===== config.mk =====
export PLATFORM = sky130hd
export DESIGN_NAME = pfc_fault_config
export DESIGN_NICKNAME = d
export VERILOG_FILES = /design/src/core/pfc_pkg.sv /design/src/core/pfc_fault_config.sv /design/src/core/pfc_ridethrough_timer.sv
export SDC_FILE = /design/constraint.sdc
export NUM_CORES = 1
export LEC_CHECK = 0
export ABC_AREA = 0
export BUFFER_PORTS_ARGS = -buffer_cell sky130_fd_sc_hd__buf_2
export CAP_MARGIN = 20
export CORE_ASPECT_RATIO = 1.4
export CORE_UTILIZATION = 59
export CTS_CLUSTER_SIZE = 20
export DETAILED_ROUTE_END_ITERATION = 8
export PLACE_DENSITY = 0.81
export SETUP_SLACK_MARGIN = 0.1
export SYNTH_ARGS = -nofsm -noshare
export SYNTH_HDL_FRONTEND = slang
export SYNTH_SLANG_ARGS = --single-unit

===== constraint.sdc =====
create_clock -name clock -period 6 [get_ports clock]
set_clock_uncertainty 0.15 [all_clocks]
set_input_delay 1.2 -clock clock [delete_from_list [all_inputs] [get_ports clock]]
set_output_delay 1.2 -clock clock [all_outputs]
set_load 0.1 [all_outputs]

===== src/core/pfc_pkg.sv =====
// Constants shared by the fault configuration register bank.
// Assumes a single 40 MHz clock and an 8-bit register port.
package pfc_pkg;

  // ----------------------------------------------------------------
  // Clock
  // ----------------------------------------------------------------
  localparam int unsigned CLK_HZ = 40_000_000;
  localparam int unsigned HZ_PER_MHZ = 1_000_000;

  // ----------------------------------------------------------------
  // Register offsets and download shadow addresses
  // ----------------------------------------------------------------
  localparam logic [7:0] CFG_A_OFFSET = 8'h11;
  localparam logic [7:0] CFG_B_OFFSET = 8'h12;
  localparam logic [15:0] CFG_A_SHADOW = 16'h8111;
  localparam logic [15:0] CFG_B_SHADOW = 16'h8112;
  localparam logic [7:0] CFG_A_RESET = 8'h00;
  localparam logic [7:0] CFG_B_RESET = 8'h00;
  localparam logic [7:0] UNMAPPED_READ = 8'h00;

  // ----------------------------------------------------------------
  // Field positions of fault_config_a
  // ----------------------------------------------------------------
  localparam int A_OC_DIS_BIT = 7;
  localparam int A_PEN_POL_BIT = 6;
  localparam int A_CBD_POL_BIT = 5;
  localparam int A_SHORT_RIDE_BIT = 2;
  localparam int A_GND_DIS_BIT = 1;
  localparam int A_CBD_LATCH_BIT = 0;
  // Reserved bits 4:3 are cleared by this mask
  localparam logic [7:0] CFG_A_WR_MASK = 8'he7;

  // ----------------------------------------------------------------
  // Field positions of fault_config_b
  // ----------------------------------------------------------------
  localparam int B_RESTART_BIT = 7;
  localparam int B_AC_GATE_BIT = 6;
  localparam int B_AC_HOST_BIT = 5;
  localparam int B_RIDE_HI = 4;
  localparam int B_RIDE_LO = 3;
  localparam int B_AC_SRC_BIT = 2;
  localparam int B_PSON_HOST_BIT = 1;
  localparam int B_SHARE_CLAMP_BIT = 0;

  // ----------------------------------------------------------------
  // Timing
  // ----------------------------------------------------------------
  localparam int unsigned RIDE_LONG_UNIT_S = 1;
  localparam int unsigned RIDE_SHORT_UNIT_US = 128;
  localparam int unsigned RESTART_INTERVAL_S = 1;
  localparam int unsigned RIDE_LONG_UNIT_CYCLES = CLK_HZ * RIDE_LONG_UNIT_S;
  localparam int unsigned RIDE_SHORT_UNIT_CYCLES =
    (CLK_HZ / HZ_PER_MHZ) * RIDE_SHORT_UNIT_US;
  localparam int unsigned RESTART_CYCLES = CLK_HZ * RESTART_INTERVAL_S;
  localparam int TIMER_W = 28;

  // ----------------------------------------------------------------
  // Supply sequencing states
  // ----------------------------------------------------------------
  typedef enum logic [1:0] {
    SUP_OFF = 2'b00,
    SUP_ON = 2'b01,
    SUP_LATCHED = 2'b10,
    SUP_RETRY = 2'b11
  } pfc_supply_state_type;

endpackage


===== src/core/pfc_fault_config.sv =====
// Fault configuration register bank with the supply sequencing it steers.
// Assumes the serial port engine, download engine and fault comparators
// sit outside; pins are synchronised here, same-clock inputs are not.
`timescale 1ns/1ps
`default_nettype none

// Functional notes
// - Power-up download loads both registers from shadow 8111h and 8112h.
// - A bit 7 masks overcurrent from control; status flag still sets.
// - A bit 6 supplies a power-enable output polarity select.
// - A bit 5 supplies a crowbar output polarity select.
// - A bit 2 selects short ride-through; a small delay remains.
// - A bit 1 removes ground-continuity input from power debounce.
// - A bit 0 selects crowbar latching (1) or non-latching (0).
// - B bit 7 set retries supply about every second after faults.
// - B bit 7 clear latches off until power request cycles or reset.
// - B bit 6 lets the host drive ac-good directly; bit 5 gives the level.
// - B bits 4:3 pick ride-through: 1-4 s, or 128-512 us when short.
// - B bit 2 picks ac-sense input one or two for ac-good.
// - B bit 1 lets the host control the internal power request.
// - Trim lock refuses serial writes; only a download or reset changes them.
module pfc_fault_config
  import pfc_pkg::*;
#(
  parameter int unsigned RIDE_LONG_CYCLES = RIDE_LONG_UNIT_CYCLES,
  parameter int unsigned RIDE_SHORT_CYCLES = RIDE_SHORT_UNIT_CYCLES,
  parameter int unsigned RESTART_WAIT_CYCLES = RESTART_CYCLES
) (
  input wire logic clock,
  input wire logic rst_n,
  input wire logic ee_load_valid,
  input wire logic [15:0] ee_load_addr,
  input wire logic [7:0] ee_load_data,
  input wire logic reg_wr_en,
  input wire logic reg_rd_en,
  input wire logic [7:0] reg_addr,
  input wire logic [7:0] reg_wdata,
  output logic [7:0] reg_rdata,
  output logic reg_wr_refused,
  input wire logic trim_lock,
  input wire logic overcurrent_protect,
  input wire logic undervoltage_pin,
  input wire logic gnd_ok_pin,
  input wire logic ac_sense1_pin,
  input wire logic ac_sense2_pin,
  input wire logic power_on_pin,
  input wire logic crowbar_trigger,
  input wire logic crowbar_clear,
  input wire logic oc_status_clear,
  output logic overcurrent_status,
  output logic oc_fault_to_logic,
  output logic gnd_ok_to_debounce,
  output logic ac_input_good,
  output logic ac_good_out,
  output logic power_enable_out,
  output logic crowbar_out,
  output logic power_enable_polarity_lo,
  output logic crowbar_polarity_lo,
  output logic share_clamp_sel
);

  // ----------------------------------------------------------------
  // Pin synchronisers
  // ----------------------------------------------------------------
  localparam int N_PINS = 6;
  localparam int P_OC = 0;
  localparam int P_UV = 1;
  localparam int P_GND = 2;
  localparam int P_AC1 = 3;
  localparam int P_AC2 = 4;
  localparam int P_PSON = 5;

  logic [N_PINS-1:0] pin_raw;
  logic [N_PINS-1:0] sync1_reg;
  logic [N_PINS-1:0] sync2_reg;

  assign pin_raw = {power_on_pin, ac_sense2_pin, ac_sense1_pin,
                    gnd_ok_pin, undervoltage_pin, overcurrent_protect};

  // First stage feeds only the second stage
  always_ff @(posedge clock or negedge rst_n) begin
    if (!rst_n) begin
      sync1_reg <= '0;
      sync2_reg <= '0;
    end else begin
      sync1_reg <= pin_raw;
      sync2_reg <= sync1_reg;
    end
  end

  // ----------------------------------------------------------------
  // Register write and download decode
  // ----------------------------------------------------------------
  logic [7:0] cfg_a_reg;
  logic [7:0] cfg_a_next;
  logic [7:0] cfg_b_reg;
  logic [7:0] cfg_b_next;
  logic load_a;
  logic load_b;
  logic hit_a;
  logic hit_b;
  logic wr_a;
  logic wr_b;
  logic refused_next;
  logic [7:0] rdata_next;

  // Download path ignores the lock; it is how a locked part is reopened
  assign load_a = ee_load_valid && (ee_load_addr == CFG_A_SHADOW);
  assign load_b = ee_load_valid && (ee_load_addr == CFG_B_SHADOW);
  assign hit_a = reg_wr_en && (reg_addr == CFG_A_OFFSET);
  assign hit_b = reg_wr_en && (reg_addr == CFG_B_OFFSET);
  assign wr_a = hit_a && !trim_lock;
  assign wr_b = hit_b && !trim_lock;
  assign refused_next = (hit_a || hit_b) && trim_lock;

  // Download wins over a serial write in the same cycle
  assign cfg_a_next = load_a ? (ee_load_data & CFG_A_WR_MASK) :
                      wr_a ? (reg_wdata & CFG_A_WR_MASK) :
                      cfg_a_reg;
  assign cfg_b_next = load_b ? ee_load_data :
                      wr_b ? reg_wdata : cfg_b_reg;

  // Unmapped reads return zero rather than stale data
  assign rdata_next = !reg_rd_en ? reg_rdata :
                      (reg_addr == CFG_A_OFFSET) ? cfg_a_reg :
                      (reg_addr == CFG_B_OFFSET) ? cfg_b_reg :
                      UNMAPPED_READ;

  // Register bank
  always_ff @(posedge clock or negedge rst_n) begin
    if (!rst_n) begin
      cfg_a_reg <= CFG_A_RESET;
      cfg_b_reg <= CFG_B_RESET;
      reg_rdata <= UNMAPPED_READ;
      reg_wr_refused <= 1'b0;
    end else begin
      cfg_a_reg <= cfg_a_next;
      cfg_b_reg <= cfg_b_next;
      reg_rdata <= rdata_next;
      reg_wr_refused <= refused_next;
    end
  end

  // ----------------------------------------------------------------
  // Field extraction
  // ----------------------------------------------------------------
  logic oc_dis;
  logic short_ridethrough_sel;
  logic gnd_dis;
  logic cbd_latch_mode;
  logic restart_mode;
  logic host_ac_gate_sel;
  logic host_ac_value;
  logic [1:0] ridethrough_period;
  logic ac_src_sel;
  logic host_pson;

  assign oc_dis = cfg_a_reg[A_OC_DIS_BIT];
  assign short_ridethrough_sel = cfg_a_reg[A_SHORT_RIDE_BIT];
  assign gnd_dis = cfg_a_reg[A_GND_DIS_BIT];
  assign cbd_latch_mode = cfg_a_reg[A_CBD_LATCH_BIT];
  assign restart_mode = cfg_b_reg[B_RESTART_BIT];
  assign host_ac_gate_sel = cfg_b_reg[B_AC_GATE_BIT];
  assign host_ac_value = cfg_b_reg[B_AC_HOST_BIT];
  assign ridethrough_period = cfg_b_reg[B_RIDE_HI:B_RIDE_LO];
  assign ac_src_sel = cfg_b_reg[B_AC_SRC_BIT];
  assign host_pson = cfg_b_reg[B_PSON_HOST_BIT];

  // ----------------------------------------------------------------
  // Overcurrent ride-through and masking
  // ----------------------------------------------------------------
  logic ride_expired;
  logic oc_fault_next;
  logic oc_status_next;

  pfc_ridethrough_timer #(
    .LONG_UNIT_CYCLES(RIDE_LONG_CYCLES),
    .SHORT_UNIT_CYCLES(RIDE_SHORT_CYCLES)
  ) u_ride (
    .clock(clock),
    .rst_n(rst_n),
    .oc_active(sync2_reg[P_OC]),
    .short_sel(short_ridethrough_sel),
    .period_code(ridethrough_period),
    .expired(ride_expired)
  );

  // Mask only the control path; the status flag still records the event
  assign oc_fault_next = ride_expired && !oc_dis;
  // Set wins over a clear arriving in the same cycle
  assign oc_status_next = ride_expired ||
                          (overcurrent_status && !oc_status_clear);

  // ----------------------------------------------------------------
  // Ground check, ac-sense and power request paths
  // ----------------------------------------------------------------
  logic gnd_ok_next;
  logic ac_input_next;
  logic ac_good_next;
  logic pson_req;

  // Forced good so the debounce never sees the ground input
  assign gnd_ok_next = gnd_dis ? 1'b1 : sync2_reg[P_GND];
  assign ac_input_next = ac_src_sel ? sync2_reg[P_AC2]
                                    : sync2_reg[P_AC1];
  assign ac_good_next = host_ac_gate_sel ? host_ac_value
                                         : ac_input_next;
  // Host request adds to the pin; writing 0 hands control back to it
  assign pson_req = sync2_reg[P_PSON] || host_pson;

  // ----------------------------------------------------------------
  // Supply sequencing
  // ----------------------------------------------------------------
  pfc_supply_state_type state_reg;
  pfc_supply_state_type state_next;
  logic [TIMER_W-1:0] restart_cnt_reg;
  logic [TIMER_W-1:0] restart_cnt_next;
  logic supply_fault;
  logic restart_done;

  assign supply_fault = sync2_reg[P_UV] || oc_fault_to_logic;
  assign restart_done =
    (restart_cnt_reg >= TIMER_W'(RESTART_WAIT_CYCLES) - TIMER_W'(1));
  assign restart_cnt_next = (state_reg == SUP_RETRY && !restart_done) ?
                            restart_cnt_reg + TIMER_W'(1) : '0;

  // Dropping the request always wins; it is the way out of a latch
  always_comb begin
    state_next = state_reg;
    case (state_reg)
      SUP_OFF: begin
        if (pson_req) begin
          state_next = SUP_ON;
        end
      end
      SUP_ON: begin
        if (!pson_req) begin
          state_next = SUP_OFF;
        end else if (supply_fault) begin
          state_next = restart_mode ? SUP_RETRY
                                    : SUP_LATCHED;
        end
      end
      SUP_LATCHED: begin
        if (!pson_req) begin
          state_next = SUP_OFF;
        end
      end
      SUP_RETRY: begin
        if (!pson_req) begin
          state_next = SUP_OFF;
        end else if (restart_done) begin
          state_next = SUP_ON;
        end
      end
      default: begin
        state_next = SUP_OFF;
      end
    endcase
  end

  // Sequencer state and restart interval counter
  always_ff @(posedge clock or negedge rst_n) begin
    if (!rst_n) begin
      state_reg <= SUP_OFF;
      restart_cnt_reg <= '0;
    end else begin
      state_reg <= state_next;
      restart_cnt_reg <= restart_cnt_next;
    end
  end

  // ----------------------------------------------------------------
  // Crowbar
  // ----------------------------------------------------------------
  logic crowbar_next;

  // Latching mode holds until an explicit clear; a trigger beats it
  assign crowbar_next = cbd_latch_mode ?
    (crowbar_trigger || (crowbar_out && !crowbar_clear)) :
    crowbar_trigger;

  // ----------------------------------------------------------------
  // Output registers
  // ----------------------------------------------------------------
  // Polarity bits leave raw; the decode table lives downstream
  always_ff @(posedge clock or negedge rst_n) begin
    if (!rst_n) begin
      overcurrent_status <= 1'b0;
      oc_fault_to_logic <= 1'b0;
      gnd_ok_to_debounce <= 1'b0;
      ac_input_good <= 1'b0;
      ac_good_out <= 1'b0;
      power_enable_out <= 1'b0;
      crowbar_out <= 1'b0;
      power_enable_polarity_lo <= 1'b0;
      crowbar_polarity_lo <= 1'b0;
      share_clamp_sel <= 1'b0;
    end else begin
      overcurrent_status <= oc_status_next;
      oc_fault_to_logic <= oc_fault_next;
      gnd_ok_to_debounce <= gnd_ok_next;
      ac_input_good <= ac_input_next;
      ac_good_out <= ac_good_next;
      power_enable_out <= (state_next == SUP_ON);
      crowbar_out <= crowbar_next;
      power_enable_polarity_lo <= cfg_a_next[A_PEN_POL_BIT];
      crowbar_polarity_lo <= cfg_a_next[A_CBD_POL_BIT];
      share_clamp_sel <= cfg_b_next[B_SHARE_CLAMP_BIT];
    end
  end

endmodule
`default_nettype wire


===== src/core/pfc_ridethrough_timer.sv =====
// Overcurrent ride-through timer.
// Assumes oc_active is already synchronised to clock.
`timescale 1ns/1ps
`default_nettype none
module pfc_ridethrough_timer
  import pfc_pkg::*;
#(
  parameter int unsigned LONG_UNIT_CYCLES = RIDE_LONG_UNIT_CYCLES,
  parameter int unsigned SHORT_UNIT_CYCLES = RIDE_SHORT_UNIT_CYCLES
) (
  input wire logic clock,
  input wire logic rst_n,
  input wire logic oc_active,
  input wire logic short_sel,
  input wire logic [1:0] period_code,
  output logic expired
);

  // ----------------------------------------------------------------
  // Target period
  // ----------------------------------------------------------------
  logic [TIMER_W-1:0] unit_cycles;
  logic [TIMER_W-1:0] target_cycles;
  logic [TIMER_W-1:0] count_reg;
  logic [TIMER_W-1:0] count_next;
  logic expired_reg;
  logic expired_next;
  logic at_target;

  // Short unit keeps a residual 128 us floor even at code 00
  assign unit_cycles = short_sel ? TIMER_W'(SHORT_UNIT_CYCLES)
                                 : TIMER_W'(LONG_UNIT_CYCLES);
  assign target_cycles = TIMER_W'(unit_cycles *
    (TIMER_W'(period_code) + TIMER_W'(1)));
  assign at_target = (count_reg >= target_cycles - TIMER_W'(1));

  // Count only while overcurrent persists; any gap restarts the wait
  assign count_next = !oc_active ? '0 :
                      at_target ? count_reg : count_reg + TIMER_W'(1);
  assign expired_next = oc_active && at_target;

  // ----------------------------------------------------------------
  // State
  // ----------------------------------------------------------------
  always_ff @(posedge clock or negedge rst_n) begin
    if (!rst_n) begin
      count_reg <= '0;
      expired_reg <= 1'b0;
    end else begin
      count_reg <= count_next;
      expired_reg <= expired_next;
    end
  end

  assign expired = expired_reg;

endmodule
`default_nettype wire


; ---- Word-level counts from Yosys, hierarchy flattened
; Index checks and enable logic that the tools add are counted.
[totals]
regBits = 105
out_inout_bits = 19
input_bits = 55
elab_cells = 84
[op_classes]
addsub = 4
magnitude_cmp = 2
mux = 22
eq_ne = 9
mul = 1
reduce_logical = 25
[op_table]
columns = op, n
row1 = two-way mux 28 bit, 3
row2 = "adder 28 x 1 -> 28 bit, second input constant", 2
row3 = two-way mux 8 bit, 6
row4 = "== test 16 bit, second input constant", 2
row5 = ">= comparator 28 x 26 -> 1 bit, second input constant", 1
row6 = >= comparator 28 bit, 1
row7 = multiplier 28 x 28 -> 28 bit, 1
row8 = "subtractor 28 x 1 -> 28 bit, second input constant", 1
row9 = two-way mux 26 bit, 1
row10 = "== test 8 x 5 -> 1 bit, second input constant", 2
row11 = logical AND 1 bit, 12
row12 = two-way mux 2 bit, 6
row13 = case mux 2 bit (4 select lines), 1
row14 = zero test 1 bit, 5
row15 = logical OR 1 bit, 5
row16 = two-way mux 1 bit, 5
row17 = "== test 2 x 1 -> 1 bit, second input constant", 2
row18 = "== test 2 bit, second input constant", 2
row19 = nonzero test 2 bit, 2
row20 = "adder 2 x 1 -> 3 bit, second input constant", 1
row21 = zero test 2 bit, 1
row22 = "!= test 2 bit, second input constant", 1

; ---- Longest topological paths before layout
[logic_depth]
ltp_word = 6
depth_mapped = 25
depth_no_buf = 21

; ---- Hierarchy
; Synthesis repeated with hierarchy kept, for this count alone.
[hier_totals]
hier_cells = 644
hier_area_um2 = 6107.1
[by_module_without_submodules]
columns = mod, seq_area_each_um2, cells_per_inst, instances, area_each_um2
row1 = pfc_fault_config, 1801.7, 289, 1, 3129.3
row2 = pfc_ridethrough_timer, 725.7, 355, 1, 2977.9

; ---- Worst setup path before layout
; OpenSTA, ideal clock, no wires.
[synth_timing]
path_kind = reg2reg
startpoint = register cfg_b_reg[4]
endpoint = register u_ride.count_reg[20]
arrival_ps = 4903
synth_period_minus_slack_ps = 5131
stages_incl_launch_ff = 22
t_required_ps = 5772
slack_ps = 869
setup_ps = 78
n_path_buf = 2
path_cell_list = dfrtp_1 -> ha_1 -> clkbuf_1 -> nand2b_1 -> ha_1 -> xor2_1 -> ha_1 -> ha_1 -> a21o_1 -> a21o_1 -> a21oi_1 -> a221oi_2 -> o31ai_1 -> xnor2_1 -> ha_1 -> a21oi_1 -> o21ai_0 -> a221oi_1 -> o211ai_2 -> buf_2 -> or4_1 -> a21oi_1
[synth_via]
elab_chain_cells = 5
[synth_rtl]
columns = element, line
row1 = "start, declared", pfc_fault_config.sv:96  ; logic [7:0] cfg_b_reg;
row2 = "start signal, assigned", pfc_fault_config.sv:138  ; cfg_b_reg <= cfg_b_next;
row3 = adder 2 x 1 -> 3 bit, pfc_ridethrough_timer.sv:34  ; (TIMER_W'(period_code) + TIMER_W'(1)));
row4 = multiplier 28 x 28 -> 28 bit, pfc_ridethrough_timer.sv:33  ; assign target_cycles = TIMER_W'(unit_cycles *
row5 = subtractor 28 x 1 -> 28 bit, pfc_ridethrough_timer.sv:35  ; assign at_target = (count_reg >= target_cycles - TIMER_W'(1));
row6 = >= comparator 28 bit, pfc_ridethrough_timer.sv:35
row7 = != test 2 bit (no source line), --
row8 = "end signal, assigned", pfc_ridethrough_timer.sv:50  ; count_reg <= count_next;
row9 = "end, declared", pfc_ridethrough_timer.sv:24  ; logic [TIMER_W-1:0] count_reg;
; Every way passes these cells.
; A chain may end at the register's enable or synchronous reset.

; ---- Worst setup path after layout
[layout_timing]
startpoint = register cfg_b_reg[3]
endpoint = register u_ride.count_reg[19]
; Same word-level chain as after synthesis.

==> results.yml <==
route:
  ant_nets: 0
  drt-initial-drc-count: 466
  drt_pass1_iterations: 5
  totalWireLength_um: 14100
  vias: 5140
  vias_per_cell: 6.04
  remaining_drc_errors: 0
  wl_per_cell_um: 16.6
pwr:
  powerDensity_nw_per_um2: 228
  vdd_drop_max_v: 0.000181
  p_leak_nw: 3.13
final_layout:
  layout-drive-gt1-share: 0.169
  final_area_sq_um: 6860
  num-nets-final: 806
  antenna_cells: 0
  area_growth_pct: 13.2
worst_setup_path:
  crit_path_max_fanout: 55
  start_kind: "register"
  criticalPathCategory: "register to register"
  reg2reg_from: "cfg_b_reg[3]"
  required_ns: 6.12
  end_kind: "register"
  reg2reg_depth: 22
  cp.arrival_ns: 5.69
  reg2reg_slack_ns: 0.43
  endpoint: "u_ride.count_reg[19]"
  setup.worst_path.start: "cfg_b_reg[3]"
  reg2reg_to: "u_ride.count_reg[19]"
synth:
  synth_fa_ha_area_frac: 0.0826
  synth.yosys.warnings: 0
  synth.distinct_cells: 67
  syn_area_per_cell_sq_um: 9.36
  synthTopCellsByCount: "dfrtp_1, nand2_1, nor2_1"
  synth_edf_count: 0
  synth_top_area_share: 0.417
  synth-compound-area-share: 0.160
  synth_area_sq_um: 6060
  synthXorXnorAreaFrac: 0.0535
  synthSimpleGateAreaFrac: 0.217
  synth.area.mux_share: 0.0302
  yosysMostFrequentCell: "dfrtp_1"
  ys_async_sr_fraction: 1.00
  netlist_instances: 647
  synth_top_cell_by_area: "dfrtp_1"
  synth_top_family_by_area: "simple AND/OR/NAND/NOR gates"
  yosysSeqAreaShare: 0.417
  ys_ff_latch: 101
  synth_flop_cell: "dfrtp_1"
  ys_top_cells_by_area: "dfrtp_1, ha_1, a21oi_1, nand2_1, nor2_1"
floorplanning:
  fp.coreArea_sq_um: 9950
  die-height_um: 122
  dieArea_sq_um: 10700
  io_pins: 74
  fp.dieW_um: 87.6
  rows: 43
  initial_core_util: 0.609
sta:
  fmax_mhz: 180
  period_share: 0.928
  worst_pin_slew_ns: 0.952
  setup_viol: 0
  hold_viol: 0
  min_period_ns: 5.57
  relSlewSlack: 0.365
  hold-worst-slack_ns: 0.199
  rsz0062_at_grt: "false"
  fin_tns_setup_ns: 0
  slew_violations: 0
worst_hold_path:
  hold_class: "register to register"
clock_network:
  clk_pin_slew_ns: 0.07
  ctsHtreeMaxLevel: 3
  clk_path_buf_depth: 2
  root_buffer: "clkbuf_16"
  cts.sink_count: 101
  clk_latency_ns: 0.35
  cts_tree: "yes"
  cts_setup_buffers: 0
  numCtsBuffers: 9
global_routing:
  grt_max_degree: 71
  grtUsageTotal: 0.292
  antenna_found_initial: 0
  grt_overflow: 0
  grt_pass1_vias: 5228
  grt_pass1_wl_um: 24200
outcome:
  status: "completed"
placement:
  placed_cell_area_sq_um: 6520
  dp_hpwl_um: 10200
  io_buffers: 73
  place.gp.congestion: 0.925
job:
  maxCapViolations: 0
[metal layers]
layer	up-vias	track usage	part of all wire
met5	-	0	0
met4	0	0.149	0.037
met3	45	0.0556	0.029
met2	121	0.510	0.54
met1	2496	0.338	0.40
li1	2478	-	-
[cell usage in the layout, fill, tap and decap left out, types with 7 or more instances in the layout]
cell / synthesis / layout
ha_1: 40 / 39
and3_1: 12 / 12
nand3_1: 30 / 30
nor3_1: 7 / 7
o21ai_0: 33 / 33
a21oi_1: 51 / 51
mux2i_1: 16 / 16
nand4_1: 14 / 14
o31ai_1: 18 / 18
inv_1: 22 / 22
clkbuf_16: 0 / 9
or4_1: 18 / 18
buf_2: 8 / 72
buf_4: 2 / 7
nor2_1: 57 / 57
or3_1: 10 / 10
nand2_1: 57 / 57
dfrtp_1: 101 / 99
xor2_1: 23 / 23
xnor2_1: 14 / 14
[what timing repair did]
item | in CTS | in global routing
resized for setup | 0 | 3
endpoints found under the hold margin | 0 | 0
endpoints found under the setup margin | 0 | 17
hold buffers | 0 | 0
[power breakdown]
group	total (mW)	internal, mW	switching [mW]
logic	0.234	0.0786	0.155
registers	0.705	0.696	0.00976
clock network	0.622	0.348	0.274
total	1.56	1.12	0.439
[layout make-up]
cell class | instances | area [sq um]
clock buffers | 10 | 239
clock inverters | 6 | 88.8
fillers | 764 | 3090
inverters | 24 | 90.1
multi-input cells | 494 | 3300
flip-flops and latches | 101 | 2530
well taps | 135 | 169
repair buffers | 81 | 438
[how the worst min path moves through the flow]
stage / startpoint / to / slack [ns] / depth (start not counted)
floorplan: sync1_reg[0] / sync2_reg[0] / 0.18 / 0
global placement: sync1_reg[2] / sync2_reg[2] / 0.18 / 0
detailed placement: sync1_reg[2] / sync2_reg[2] / 0.18 / 0
CTS: sync1_reg[2] / sync2_reg[2] / 0.20 / 0
global route: sync1_reg[2] / sync2_reg[2] / 0.21 / 0
finish: sync1_reg[2] / sync2_reg[2] / 0.20 / 0
[kinds of logic after synthesis]
group | Yosys count
buf+inv | 53
mux | 18
other cells | 1
compound gates | 149
flops | 101
xor+xnor | 37
simple gates | 248
fa+ha+maj | 40
[worst max-delay path, stage by stage, from the launching register on]
cell and delay (ns):
dfrtp_2 0.45, inv_1 0.15, ha_2 0.47, inv_1 0.07, ha_1 0.22, xor2_1 0.17, ha_1 0.20, o21bai_1 0.15
ha_1 0.33, and2_1 0.20, nand2_1 0.06, nand4b_1 0.24, a221oi_2 0.39, o31ai_1 0.13, xnor2_1 0.16, ha_1 0.29
a21oi_1 0.14, o21ai_0 0.10, a221oi_1 0.33, o211ai_2 0.18, buf_12 0.21, or4_1 0.54, a21oi_1 0.17
[through the flow]
stage,total power [mW],worst slack [ns],util,cells
2_1_floorplan,0.878,0.869,-,648
3_3_place_gp,0.939,0.580,0.655,834
3_5_place_dp,0.950,0.299,0.655,834
4_1_cts,1.57,0.274,0.688,850
5_1_grt,1.62,0.114,0.689,851
6_report,1.56,0.432,0.689,851
Power figures use the tool's default switching activity.
